==> src/hdl/smr_params.svh <==
`ifndef SMR_PARAMS_SVH
`define SMR_PARAMS_SVH
// register byte offsets
`define SMR_DET_OFS    8'h34
`define SMR_REG_OFS    8'h3c
`define SMR_REF_OFS    8'h40
`define SMR_STAT_OFS   8'h44
`define SMR_CLR_OFS    8'h48
`define SMR_IEN_OFS    8'h4c
// detector control fields
`define SMR_LEVEL_LSB  16
`define SMR_PSEL_LSB   12
`define SMR_CLKON_BIT  9
`define SMR_MODE_BIT   8
`define SMR_KEEP_BIT   6
`define SMR_ACT_LSB    3
`define SMR_HYSTERESIS_ON_BIT   2
`define SMR_EN_BIT     1
// regulator and reference fields
`define SMR_HDRV_BIT   13
`define SMR_TRIM_LSB   16
// status bits
`define SMR_ST_DROP    0
`define SMR_ST_CLKUP   1
// reset values before the preload
`define SMR_DET_RST    32'h0000_0000
`define SMR_REG_RST    16'h0000
// sampling clock settle time
`define SMR_SETTLE_NS  40
`define SMR_CLK_NS     10
`define SMR_SETTLE_CYC ((`SMR_SETTLE_NS + `SMR_CLK_NS - 1) / `SMR_CLK_NS)
// slow sampling base period (1 kHz)
`define SMR_BASE_NS    1000000
`define SMR_BASE_CYC   (`SMR_BASE_NS / `SMR_CLK_NS)
`endif

==> src/hdl/smr_pkg.sv <==
package smr_pkg;
  // detector action encodings
  typedef enum logic [1:0] {
    SMR_ACT_NONE = 2'b00,
    SMR_ACT_RST  = 2'b01,
    SMR_ACT_IRQ  = 2'b10,
    SMR_ACT_RSVD = 2'b11
  } smr_act_type;
  // sampling clock states
  typedef enum logic [1:0] {
    SMR_CK_OFF  = 2'b00,
    SMR_CK_UP   = 2'b01,
    SMR_CK_ON   = 2'b10,
    SMR_CK_DOWN = 2'b11
  } smr_ck_type;
  // values preloaded from the nonvolatile rows
  typedef struct packed {
    logic [5:0]  level;
    smr_act_type action;
    logic        hysteresis_on;
    logic        enable;
    logic [10:0] trim;
  } smr_nvm_type;
endpackage : smr_pkg

==> src/hdl/smr_top.sv <==
`timescale 1ns/10ps
`include "smr_params.svh"
module smr_top #(
  parameter int BASE_CYC = `SMR_BASE_CYC
) (
  // clock and reset
  input  wire logic              clk_in,
  input  wire logic              rst_n_in,
  // apb slave
  input  wire logic              psel_in,
  input  wire logic              penable_in,
  input  wire logic              pwrite_in,
  input  wire logic [7:0]        paddr_in,
  input  wire logic [31:0]       pwdata_in,
  output logic                   pready_out,
  output logic                   pslverr_out,
  output logic [31:0]            prdata_out,
  // nonvolatile preload and power state
  input  wire smr_pkg::smr_nvm_type nvm_in,
  input  wire logic              standby_in,
  // comparator, asynchronous
  input  wire logic              below_in,
  // analog controls
  output logic                   det_on_out,
  output logic                   det_hysteresis_on_out,
  output logic [5:0]             det_level_out,
  output logic                   samp_clk_en_out,
  output logic                   reg_high_drive_out,
  output logic                   reg_normal_out,
  output logic [10:0]            trim_out,
  // system responses
  output logic                   reset_req_out,
  output logic                   irq_out
);

  // register fields
  logic [5:0]          level;        // threshold level
  logic [3:0]          psel;         // prescaler select
  logic                clk_req;      // requested clock
  logic                mode;         // sampled when set
  logic                keep;         // run in standby
  smr_pkg::smr_act_type action;      // drop response
  logic                hysteresis_on;         // hysteresis
  logic                enable;       // detector on
  logic                hdrv;         // regulator drive
  logic                reg_keep;     // regulator standby
  logic [10:0]         trim;         // bandgap trim
  logic [1:0]          status;       // sticky events
  logic [1:0]          ien;          // event enables
  // control state
  logic                preload;      // preload pending
  smr_pkg::smr_ck_type ck_state;     // sampling clock
  logic [2:0]          settle;       // settle counter
  logic                clk_on;       // clock reads on
  logic [31:0]         base_cnt;     // base divider
  logic                base_tick;    // 1 kHz pulse
  logic [15:0]         presc;        // prescaler
  logic                samp_tick;    // sampling pulse
  logic                below_m;      // sync stage 1
  logic                below_s;      // sync stage 2
  logic                drop_q;       // drop seen
  logic                active;       // detector live
  logic                drop_now;     // qualified drop
  logic                drop_evt;     // new drop event
  // bus decode
  logic                wr;           // write strobe
  logic                rd_phase;     // access phase
  logic                mapped;       // known address
  logic [31:0]         rd_val;       // read mux
  logic [15:0]         mask;         // prescaler mask
  logic [1:0]          next_status;  // status update

  // access phase of an apb transfer
  assign rd_phase = psel_in && penable_in && !pready_out;
  assign wr       = rd_phase && pwrite_in && mapped;

  // address decode
  always_comb begin
    case (paddr_in)
      `SMR_DET_OFS, `SMR_REG_OFS, `SMR_REF_OFS,
      `SMR_STAT_OFS, `SMR_CLR_OFS, `SMR_IEN_OFS:
        mapped = 1'b1;
      default: mapped = 1'b0;
    endcase
  end

  // read data mux, reserved bits zero
  always_comb begin
    rd_val = 32'h0000_0000;
    case (paddr_in)
      `SMR_DET_OFS: begin
        rd_val[`SMR_LEVEL_LSB +: 6] = level;
        rd_val[`SMR_PSEL_LSB +: 4]  = psel;
        rd_val[`SMR_CLKON_BIT]      = clk_on;
        rd_val[`SMR_MODE_BIT]       = mode;
        rd_val[`SMR_KEEP_BIT]       = keep;
        rd_val[`SMR_ACT_LSB +: 2]   = action;
        rd_val[`SMR_HYSTERESIS_ON_BIT]       = hysteresis_on;
        rd_val[`SMR_EN_BIT]         = enable;
      end
      `SMR_REG_OFS: begin
        rd_val[`SMR_HDRV_BIT] = hdrv;
        rd_val[`SMR_KEEP_BIT] = reg_keep;
      end
      `SMR_REF_OFS: begin
        rd_val[`SMR_TRIM_LSB +: 11] = trim;
      end
      `SMR_STAT_OFS: begin
        rd_val[1:0] = status;
      end
      `SMR_IEN_OFS: begin
        rd_val[1:0] = ien;
      end
      default: rd_val = 32'h0000_0000;
    endcase
  end

  // apb answer: one wait state, error on unmapped
  always_ff @(posedge clk_in) begin
    if (!rst_n_in) begin
      pready_out  <= 1'b0;
      pslverr_out <= 1'b0;
      prdata_out  <= 32'h0000_0000;
    end else begin
      pready_out  <= rd_phase;
      pslverr_out <= rd_phase && !mapped;
      if (rd_phase && !pwrite_in) begin
        prdata_out <= rd_val;
      end
    end
  end

  // preload pending flag, cleared one cycle after release
  always_ff @(posedge clk_in) begin
    if (!rst_n_in) begin
      preload <= 1'b1;
    end else begin
      preload <= 1'b0;
    end
  end

  // detector control register
  always_ff @(posedge clk_in) begin
    if (!rst_n_in) begin
      level   <= 6'h00;
      psel    <= 4'h0;
      clk_req <= 1'b0;
      mode    <= 1'b0;
      keep    <= 1'b0;
      action  <= smr_pkg::SMR_ACT_NONE;
      hysteresis_on    <= 1'b0;
      enable  <= 1'b0;
    end else if (preload) begin
      // catch nonvolatile values after release
      level  <= nvm_in.level;
      action <= nvm_in.action;
      hysteresis_on   <= nvm_in.hysteresis_on;
      enable <= nvm_in.enable;
    end else if (wr && paddr_in == `SMR_DET_OFS) begin
      level   <= pwdata_in[`SMR_LEVEL_LSB +: 6];
      psel    <= pwdata_in[`SMR_PSEL_LSB +: 4];
      clk_req <= pwdata_in[`SMR_CLKON_BIT];
      mode    <= pwdata_in[`SMR_MODE_BIT];
      keep    <= pwdata_in[`SMR_KEEP_BIT];
      action  <= smr_pkg::smr_act_type'(pwdata_in[`SMR_ACT_LSB +: 2]);
      hysteresis_on    <= pwdata_in[`SMR_HYSTERESIS_ON_BIT];
      enable  <= pwdata_in[`SMR_EN_BIT];
    end
  end

  // regulator and reference registers
  always_ff @(posedge clk_in) begin
    if (!rst_n_in) begin
      hdrv     <= 1'b0;
      reg_keep <= 1'b0;
      trim     <= 11'h000;
    end else if (preload) begin
      trim <= nvm_in.trim;
    end else if (wr && paddr_in == `SMR_REG_OFS) begin
      hdrv     <= pwdata_in[`SMR_HDRV_BIT];
      reg_keep <= pwdata_in[`SMR_KEEP_BIT];
    end else if (wr && paddr_in == `SMR_REF_OFS) begin
      trim <= pwdata_in[`SMR_TRIM_LSB +: 11];
    end
  end

  // sampling clock start and stop with settle time
  always_ff @(posedge clk_in) begin
    if (!rst_n_in) begin
      ck_state <= smr_pkg::SMR_CK_OFF;
      settle   <= 3'd0;
    end else begin
      case (ck_state)
        smr_pkg::SMR_CK_OFF: begin
          if (clk_req) begin
            ck_state <= smr_pkg::SMR_CK_UP;
            settle   <= 3'(`SMR_SETTLE_CYC - 1);
          end
        end
        smr_pkg::SMR_CK_UP: begin
          if (!clk_req) begin
            ck_state <= smr_pkg::SMR_CK_OFF;
          end else if (settle == 3'd0) begin
            ck_state <= smr_pkg::SMR_CK_ON;
          end else begin
            settle <= settle - 3'd1;
          end
        end
        smr_pkg::SMR_CK_ON: begin
          if (!clk_req) begin
            ck_state <= smr_pkg::SMR_CK_DOWN;
            settle   <= 3'(`SMR_SETTLE_CYC - 1);
          end
        end
        smr_pkg::SMR_CK_DOWN: begin
          if (clk_req) begin
            ck_state <= smr_pkg::SMR_CK_ON;
          end else if (settle == 3'd0) begin
            ck_state <= smr_pkg::SMR_CK_OFF;
          end else begin
            settle <= settle - 3'd1;
          end
        end
        default: ck_state <= smr_pkg::SMR_CK_OFF;
      endcase
    end
  end

  // clock reads one while stable or still stopping
  assign clk_on = (ck_state == smr_pkg::SMR_CK_ON) ||
                  (ck_state == smr_pkg::SMR_CK_DOWN);

  // 1 kHz base enable from the bus clock
  always_ff @(posedge clk_in) begin
    if (!rst_n_in || !clk_on) begin
      base_cnt  <= 32'h0000_0000;
      base_tick <= 1'b0;
    end else if (base_cnt == 32'(BASE_CYC - 1)) begin
      base_cnt  <= 32'h0000_0000;
      base_tick <= 1'b1;
    end else begin
      base_cnt  <= base_cnt + 32'h0000_0001;
      base_tick <= 1'b0;
    end
  end

  // prescaler: tick every 2^(psel+1) base ticks
  assign mask = 16'((17'h0_0002 << psel) - 17'h0_0001);
  always_ff @(posedge clk_in) begin
    if (!rst_n_in || !clk_on) begin
      presc     <= 16'h0000;
      samp_tick <= 1'b0;
    end else begin
      samp_tick <= base_tick && ((presc & mask) == mask);
      if (base_tick) begin
        presc <= presc + 16'h0001;
      end
    end
  end

  // comparator synchroniser
  always_ff @(posedge clk_in) begin
    if (!rst_n_in) begin
      below_m <= 1'b0;
      below_s <= 1'b0;
    end else begin
      below_m <= below_in;
      below_s <= below_m;
    end
  end

  // detector live when enabled, unless standby without keep
  assign active = enable && (!standby_in || keep);

  // continuous follows the level; sampled only on ticks
  assign drop_now = mode ? (samp_tick && below_s) : below_s;

  // latch drop so each crossing acts once
  always_ff @(posedge clk_in) begin
    if (!rst_n_in || !active) begin
      drop_q <= 1'b0;
    end else if (!mode || samp_tick) begin
      drop_q <= below_s;
    end
  end
  assign drop_evt = active && drop_now && !drop_q;

  // sticky status: set wins over a clear
  always_comb begin
    next_status = status;
    if (wr && paddr_in == `SMR_CLR_OFS) begin
      next_status = status & ~pwdata_in[1:0];
    end
    if (drop_evt && action == smr_pkg::SMR_ACT_IRQ) begin
      next_status[`SMR_ST_DROP] = 1'b1;
    end
    if (ck_state == smr_pkg::SMR_CK_UP && settle == 3'd0
        && clk_req) begin
      next_status[`SMR_ST_CLKUP] = 1'b1;
    end
  end

  // status and interrupt enable registers
  always_ff @(posedge clk_in) begin
    if (!rst_n_in) begin
      status <= 2'b00;
      ien    <= 2'b00;
    end else begin
      status <= next_status;
      if (wr && paddr_in == `SMR_IEN_OFS) begin
        ien <= pwdata_in[1:0];
      end
    end
  end

  // system responses; reserved action does nothing
  always_ff @(posedge clk_in) begin
    if (!rst_n_in) begin
      reset_req_out <= 1'b0;
      irq_out       <= 1'b0;
    end else begin
      reset_req_out <= drop_evt && action == smr_pkg::SMR_ACT_RST;
      irq_out       <= |(next_status & ien);
    end
  end

  // analog control outputs
  always_ff @(posedge clk_in) begin
    if (!rst_n_in) begin
      det_on_out         <= 1'b0;
      det_hysteresis_on_out       <= 1'b0;
      det_level_out      <= 6'h00;
      samp_clk_en_out    <= 1'b0;
      reg_high_drive_out <= 1'b0;
      reg_normal_out     <= 1'b0;
      trim_out           <= 11'h000;
    end else begin
      det_on_out         <= active;
      det_hysteresis_on_out       <= hysteresis_on;
      // level is expected stable while disabled
      det_level_out      <= level;
      samp_clk_en_out    <= clk_req;
      reg_high_drive_out <= standby_in && hdrv;
      reg_normal_out     <= !standby_in || reg_keep;
      trim_out           <= trim;
    end
  end

endmodule : smr_top

==> config.mk <==
export PLATFORM = sky130hd
export DESIGN_NAME = smr_top
export DESIGN_NICKNAME = d
export VERILOG_FILES = /design/src/hdl/smr_pkg.sv /design/src/hdl/smr_top.sv
export VERILOG_INCLUDE_DIRS = /design/src /design/src/hdl
export SDC_FILE = /design/constraint.sdc
export NUM_CORES = 1
export LEC_CHECK = 0
export ABC_AREA = 1
export BUFFER_PORTS_ARGS = -buffer_cell sky130_fd_sc_hd__buf_2
export CAP_MARGIN = 20
export CORE_ASPECT_RATIO = 0.8
export CORE_MARGIN = 3
export CORE_UTILIZATION = 45
export CTS_BUF_LIST = sky130_fd_sc_hd__clkbuf_8
export DETAILED_ROUTE_END_ITERATION = 6
export HOLD_SLACK_MARGIN = 0.15
export PLACE_DENSITY = 0.67
export SKIP_LAST_GASP = 1
export SLEW_MARGIN = 25
export SYNTH_ARGS = -nofsm -noshare
export SYNTH_HDL_FRONTEND = slang
export SYNTH_SLANG_ARGS = --single-unit
==> constraint.sdc <==
create_clock -name clk_in -period 2.35 [get_ports clk_in]
set_input_delay 0.235 -clock clk_in [delete_from_list [all_inputs] [get_ports clk_in]]
set_output_delay 0.235 -clock clk_in [all_outputs]
set_load 0.02 [all_outputs]
=== Word-level counts from Yosys, hierarchy flattened ===
Index checks and enable logic that the tools add are counted.

* Register bits after elaboration: 142
* Input bits: 68

* Reduce and logical (&&, ||, !) cells: 48
* Shift-type cells: 1
* Multiplexer cells: 41
* $add $sub $neg: 4
* Bitwise gates (word level): 5
* Equality and inequality tests: 20

{| class="wikitable"
|+ Operator list
! cell !! number
|-
| 11-bit 2-to-1 mux || 3
|-
| 32-bit by 1-bit adder with 32-bit output, second input constant || 1
|-
| 32-bit by 17-bit equality test with 1-bit output, second input constant || 1
|-
| 8-bit by 7-bit equality test with 1-bit output, second input constant || 4
|-
| 2-bit 2-to-1 mux || 11
|-
| 1-bit logical AND || 21
|-
| 3-bit 2-to-1 mux || 6
|-
| 16-bit by 1-bit adder with 16-bit output, second input constant || 1
|-
| 16-bit AND || 1
|-
| 16-bit equality test || 1
|-
| 8-bit by 6-bit equality test with 1-bit output, second input constant || 2
|-
| 2-bit by 4-bit << shifter with 16-bit output, first input constant || 1
|-
| 16-bit by 1-bit subtractor with 16-bit output, second input constant || 1
|-
| 6-bit 2-to-1 mux || 2
|-
| 3-bit one-hot mux with 4 select lines || 1
|-
| 6-bit one-hot mux with 2 select lines || 1
|-
| 1-bit 2-to-1 mux || 11
|-
| 2-bit inequality test, second input constant || 5
|-
| 1-bit zero test || 9
|-
| 2-bit one-hot mux with 4 select lines || 1
|-
| 4-bit AND reduction || 2
|-
| 2-bit equality test, second input constant || 3
|-
| 1-bit logical OR || 6
|-
| 3-bit by 2-bit inequality test with 1-bit output, second input constant || 2
|-
| 14 further kinds || 22
|}

=== Depth between registers and ports, before layout ===
Gate-level depths: netlist (run 1).

* Depth after elaboration: 9
* Gate-level depth with buffers: 12

=== Worst setup path after synthesis (run 1) ===
Ideal clock, no wire load.

* Kind: reg2reg
* From: reg psel[2]
* To: reg samp_tick
* Path slack: 0.720 ns
* Buffers on the path: 0
* Data arrival time: 1.518 ns
* Stages on the path, launching flop included: 13
* Cell sequence: dfxtp_1 -> nor2_1 -> inv_1 -> nor2_1 -> inv_1 -> ha_1 -> inv_1 -> a21oi_2 -> nand2_1 -> xor2_1 -> nand2_1 -> nand3_1 -> nor2_1

* Word-level cells in the longest chain between the ends: 5

{| class="wikitable"
|+ Ends and longest elaborated chain
! element !! RTL line !! source
|-
| start, declared || smr_top.sv:38 || <nowiki>logic [3:0] psel;</nowiki>
|-
| start signal, assigned || smr_top.sv:161 || <nowiki>psel <= pwdata_in[`SMR_PSEL_LSB +: 4];</nowiki>
|-
| 2-bit by 4-bit << shifter with 16-bit output (*) || smr_top.sv:248 || <nowiki>assign mask = 16'((17'h0_0002 << psel) - 17'h0_0001);</nowiki>
|-
| 16-bit by 1-bit subtractor with 16-bit output (*) || smr_top.sv:248 ||
|-
| 16-bit AND || smr_top.sv:254 || <nowiki>samp_tick <= base_tick && ((presc & mask) == mask);</nowiki>
|-
| 16-bit equality test (*) || smr_top.sv:254 ||
|-
| 1-bit logical AND (*) || smr_top.sv:254 ||
|-
| end signal, assigned || smr_top.sv:254 ||
|-
| end, declared || smr_top.sv:58 || <nowiki>logic samp_tick;</nowiki>
|}

Mark *: on every way between the ends. The rest lies on a longest branch, timed or not.
A chain may end at the register's enable or synchronous reset.

=== Worst setup path in the final report (run 1) ===
* From: in penable_in
* To: reg enable

* Word-level cells in the longest chain between the ends: 6

{| class="wikitable"
|+ Ends and longest elaborated chain
! element !! RTL line !! source
|-
| start, declared || smr_top.sv:11 || <nowiki>input wire logic penable_in,</nowiki>
|-
| 1-bit logical AND (2 in a row) || smr_top.sv:74 || <nowiki>assign rd_phase = psel_in && penable_in && !pready_out;</nowiki>
|-
| 1-bit logical AND (2 in a row) || smr_top.sv:75 || <nowiki>assign wr = rd_phase && pwrite_in && mapped;</nowiki>
|-
| 1-bit logical AND (no source line) || n/a ||
|-
| 2-bit nonzero test (no source line) || n/a ||
|-
| end signal, assigned || smr_top.sv:158 || <nowiki>enable <= nvm_in.enable;</nowiki>
|-
| end signal, assigned || smr_top.sv:167 || <nowiki>enable <= pwdata_in[`SMR_EN_BIT];</nowiki>
|-
| end, declared || smr_top.sv:44 || <nowiki>logic enable;</nowiki>
|}

Every way passes these cells.

==> results.toml, run 1 <==
[final_layout]
seq_area_um2 = 2840
mostFrequentLayoutCell = "nand2_1"
final_cell_mix = "233 x nand2_1, 141 x dfxtp_1, 107 x buf_2, 102 x inv_1, 98 x nor2_1"
multi_input_area_um2 = 3100
layout-drive-gt1-share_pct = 16.7
final_util_pct = 58.0
n_antenna_cell = 0
final_nets = 1144
syn_to_final_growth_pct = 23.4
design_area_um2 = 8020
fill_cells = 1362

[global_route]
grt_pass1_wl_um = 27500
grt_pass1_vias = 5748
grt_max_degree = 69
overflow = 0
grt_antenna_before_repair = 0
track_usage_pct = 20.9

[die]
start_util_pct = 47.0
dieArea_um2 = 15900
die_h_um = 113
die_width_um = 140
io_pins = 126
row_count = 38
core_area_um2 = 13800

[setup_path]
path_max_fanout = 14
cp_num_cells = 8
critPathTopFamily = "buffers and inverters"
slowest_stage = "dlygate4sd3_1"
cpPeakStageDelay_ns = 0.54
crit_path_end_kind = "flop"
crit_chain = "dlygate4sd3_1 > buf_2 > nand3b_4 > nor3_1 > nand2_1 > nor2_1 > nor2_1 > dlygate4sd3_1"
reg2reg_depth = 6
arrival_ns = 2.40
criticalPathCategory = "in2reg"
critPathBufInv = 3
cp-start-kind = "input port"
required_ns = 2.67

[clocking]
path_clk_slew_ns = 0.08
cts_tree = "yes"
cts_buffers = 17
root_buffer = "clkbuf_8"
clk-insertion-delay-late_ns = 0.44
htreeDepth = 4
clock-sinks = 142
cts_buffer_depth = 2

[power]
ir_worst_vdd_mv = 0.372
power_density_nw_per_um2 = 618
leakagePower_nw = 3.41

[placement]
gp_congestion = 0.892
placed_cell_area_um2 = 7160
io_buffers = 107
dp_hpwl_um = 11500

[detailed_routing]
antenna_left = 0
firstDrtPassIters = 5
dr.first_iter.drc_count = 443
routed-via-count = 6327
wl_per_cell_um = 13.2
via_per_inst = 5.01
drc = 0
drt-total-wl_um = 16700

[logic_synthesis]
synth_edf_count = 0
ys.flop_type = "dfxtp_1"
async_flop_share_pct = 0
synth_area_um2 = 6500
ys_warn_count = 0
netlist_instances = 920
yosysUniqueCellTypes = 47
syn_avg_cell_area_um2 = 7.06
ys_ff_latch = 142
ys_seq_area_share_pct = 43.8

[sta]
drv_slew = 0
setup_viol = 0
fin_skew_ns = 0.0245
worst_slew_pin_slew_ns = 0.701
max_freq_mhz = 482
min_period_over_period_pct = 88.3
setup_tns_ns = 0
rsz0062_at_grt = "no"
max-slew-margin-rel_pct = 53.2
hold_viol = 0
finalCriticalPeriod_ns = 2.08

[min_path]
hp-class = "in2reg"
hold_depth = 5

[outcome]
outcome = "finished clean"

[flow_run]
maxCapViolCount = 0
## what timing repair did
item,CTS,global route
gates resized for setup,0,3
endpoints found under the hold margin,34,0
buffers inserted,0,0
hold buffers,44,0
setup endpoints to repair,0,13
## worst register-to-register path: stages (launching register included)
cell           delay (ns)
dfxtp_1              0.31
nand3b_4             0.18
nor3_1               0.25
nand2_1              0.36
nor2_1               0.21
nor2_1               0.07
dlygate4sd3_1        0.54
## logic make-up after synthesis
| family | share of synthesized area [%] |
|---|---|
| flip-flops | 43.8 |
| other | 0.0577 |
| adder cells (fa/ha/maj) | 0.963 |
| AND/OR/NAND/NOR | 32.4 |
| AO/OA/AOI/OAI | 12.2 |
| buffers and inverters | 9.05 |
| XOR/XNOR | 1.48 |
## layout make-up
type                       instances  share of cell area (%)
clock buffer                      17                    2.92
clock inverter                    15                    2.14
inverter                         109                    5.16
multi-input combinational        643                    38.7
sequential                       142                    35.5
tap                              180                    2.81
timing repair buffer             158                    12.8
## where the power goes
| group | total (W) | leakage, nW | internal [W] | switching [W] |
|---|---|---|---|---|
| clock | 0.00203 | 0.209 | 0.00105 | 0.000983 |
| sequential | 0.00251 | 1.15 | 0.00247 | 0.0000376 |
| combinational | 0.000419 | 2.05 | 0.000178 | 0.000241 |
| total | 0.00496 | 3.41 | 0.00369 | 0.00126 |
## routing by layer
metal  up-vias  wire length (µm)  global-route usage [%]
met4         0               188                    6.20
met2       184              7240                    30.8
li1       3278                 -                       -
met3        18              1060                    5.41
met5         -                 0                       0
met1      2847              8260                    30.2
## through the flow
stage          instances  power (W)  hold slack (ns)  setup slack, ns
2_1_floorplan        928    0.00279            0.331            0.720
3_3_place_gp        1188    0.00291            0.404            0.494
3_5_place_dp        1188    0.00291            0.405            0.477
4_1_cts             1264    0.00498            0.152           0.0422
5_1_grt             1264    0.00515            0.156            0.123
6_report            1264    0.00496            0.171            0.275
## synth_stat cells, types with 2 or more instances
cell type | number | area (µm²)
nand2_1 | 233 | 875
dfxtp_1 | 142 | 2840
inv_1 | 100 | 375
nor2_1 | 98 | 368
a21oi_1 | 62 | 310
nand3_1 | 50 | 250
o21ai_0 | 45 | 225
nor3_1 | 25 | 125
a31oi_1 | 16 | 100
clkbuf_1 | 16 | 60.1
nand4_1 | 14 | 87.6
xor2_1 | 10 | 87.6
buf_4 | 9 | 67.6
nand3b_1 | 8 | 60.1
nor4_1 | 8 | 50.1
buf_2 | 7 | 35.0
inv_2 | 7 | 26.3
o21ai_1 | 7 | 35.0
nor2_2 | 6 | 37.5
ha_1 | 5 | 62.6
nor3_2 | 5 | 50.1
or2_0 | 5 | 31.3
nand2_2 | 4 | 25.0
o211ai_1 | 4 | 30.0
a211oi_1 | 3 | 22.5
nand3_2 | 3 | 30.0
nor3b_1 | 3 | 22.5
or2_2 | 3 | 18.8
nand2_4 | 2 | 22.5
nor2_4 | 2 | 22.5
o21a_1 | 2 | 15.0
## sequential cells by signal, summed over array words and instances (netlist names), 2 cells and up, named ones only
name and flops:
base_cnt 32, prdata_out 23, presc 16, trim 11
trim_out 11, det_level_out 6, level 6, psel 4
settle 3, action 2, ien 2, status 2
## path summary, 6_finish.rpt
| path | endpoint | slack (ns) | from |
|---|---|---|---|
| worst min-delay path | trim[5] | 0.17 | nvm_in[5] |
| worst max-delay path | enable | 0.27 | penable_in |
| worst max register to register | enable | 0.32 | pready_out |
| worst min register to register | below_s | 0.42 | below_m |
(Power assumes the default switching activity.)
==> inputs of run 2 (changes only) <==
- CORE_ASPECT_RATIO: 0.8 -> not set
==> run 2 against run 1 <==
Core utilization decreased by 0.87 points. Flip-flop and latch count unchanged. Clock power decreased by 6%. Hold slack got worse by 0.0071 ns. Power decreased by 2.7%. Critical endpoint is now trim[8]. Largest power group unchanged. Highest routed layer unchanged.
==> results.toml, run 2 (synthesis gave the netlist of run 1 again) <==
[outcome]
outcome = "finished clean"

[die]
io_pins = 126
start_util_pct = 46.4
die_width_um = 126
core_area_um2 = 14000
row_count = 43
die_h_um = 126
dieArea_um2 = 15900

[global_route]
grt_pass1_wl_um = 26700
grt_pass1_vias = 5724
track_usage_pct = 20.2
grt_max_degree = 48
grt_antenna_before_repair = 0
overflow = 0

[final_layout]
reg_top3 = "base_cnt x32, prdata_out x23, presc x16"
layout-drive-gt1-share_pct = 16.4
largest_reg_flops = 32
mostFrequentLayoutCell = "nand2_1"
final_nets = 1143
syn_to_final_growth_pct = 22.9
stdcell_count = 1261
final_cell_mix = "233 x nand2_1, 142 x dfxtp_1, 107 x buf_2, 104 x inv_1, 98 x nor2_1"
n_antenna_cell = 0
largest-register = "base_cnt"
fill_cells = 1301

[placement]
place_inst = 1189
gp_congestion = 0.906
io_buffers = 107
place_ws_ns = 0.479
dp_hpwl_um = 11700

[sta]
fin_skew_ns = 0.00704
setup_tns_ns = 0
whs_ns = 0.164
worst_slew_pin_slew_ns = 0.503
rsz0062_at_grt = "no"
drv_slew = 0
finalWorstSetupSlack_ns = 0.163
max-slew-margin-rel_pct = 66.4
finalCriticalPeriod_ns = 2.19
max_freq_mhz = 457
setup_viol = 0
min_period_over_period_pct = 93.1
hold_viol = 0

[clocking]
htreeDepth = 4
root_buffer = "clkbuf_8"
cts_tree = "yes"
cts_buffer_depth = 2
clock-sinks = 142
cts_buffers = 17
path_clk_slew_ns = 0.07
cts_post_setup_buffers_inserted = 0
clk-insertion-delay-late_ns = 0.44

[setup_path]
arrival_ns = 2.53
required_ns = 2.69
criticalPathCategory = "reg2reg"
cp-start-kind = "flop"
crit_path_end_kind = "flop"
path_max_fanout = 15

[min_path]
hp-class = "in2reg"

[detailed_routing]
via_per_inst = 5.01
drt-total-wl_um = 16100
firstDrtPassIters = 7
antenna_left = 0
dr.first_iter.drc_count = 474
routed-via-count = 6318
wl_per_cell_um = 12.8
drc = 0

[flow_run]
maxCapViolCount = 0

[power]
power_density_nw_per_um2 = 604
power_w = 0.00482
ir_worst_vdd_mv = 0.452
leakagePower_nw = 3.41
## run 2: cell count changes in the layout (fill, tap and decap cells not counted)
| cell | change |
|---|---|
| clkinvlp_4 | -1 |
| dlygate4sd3_1 | -2 |
| inv_1 | +2 |
| dfxtp_1 | +1 |
| buf_4 | +1 |
| clkinv_4 | -2 |
| dfxtp_2 | -1 |
| bufinv_16 | -1 |
| clkinv_2 | -2 |
| inv_6 | -2 |
| clkbuf_8 | +4 |
## run 2: worst paths after layout
check	start	endpoint	slack, ns	depth (start not counted)
setup / recovery	preload	trim[8]	0.16	7
hold / removal	nvm_in[2]	trim[2]	0.16	5
setup reg to reg	preload	trim[8]	0.16	7
hold reg to reg	settle[0]	settle[0]	0.43	1
## run 2: metal layers
layer  global-route usage (%)  vias up  wire length [µm]
met3                     5.77       23               887
met5                        0        -                 0
met4                     5.80        0               240
met2                     31.5      181              7220
li1                         -     3277                 -
met1                     27.4     2837              7740
## run 2: per-stage QoR
stage               util (%)  area [µm²]
floorplan                  -        6530
global placement        51.3        7170
detailed placement      51.3        7170
CTS                     57.0        7980
global route            57.1        7990
finish                  57.1        7990
## run 2: power breakdown
| part | switching [W] | internal [W] | total, W |
|---|---|---|---|
| clock network | 0.000870 | 0.00103 | 0.00190 |
| logic | 0.000242 | 0.000176 | 0.000418 |
| registers | 0.0000358 | 0.00247 | 0.00251 |
## run 2: final cells by class
type	instances	area [µm²]	area share [%]
repair buffers	157	1020	12.7
clock inverters	9	96.3	1.21
clock buffers	21	289	3.62
well taps	180	225	2.82
multi-input cells	643	3100	38.8
flip-flops and latches	142	2840	35.6
inverters	109	414	5.19
## run 2: worst max-delay path, cell delays in order, from the launching register on
cell and delay [ns]:
dfxtp_1 0.58, clkinvlp_4 0.34, buf_4 0.27, nand2_1 0.07, nand2_1 0.04, dlygate4sd3_1 0.56
nor2_1 0.15, nor2_1 0.07
## run 2: what timing repair did
| action | 4_1_cts | 5_1_grt |
|---|---|---|
| gates resized for setup | 0 | 2 |
| hold endpoints to repair | 33 | 0 |
| hold buffers | 42 | 0 |
| setup endpoints to repair | 0 | 7 |
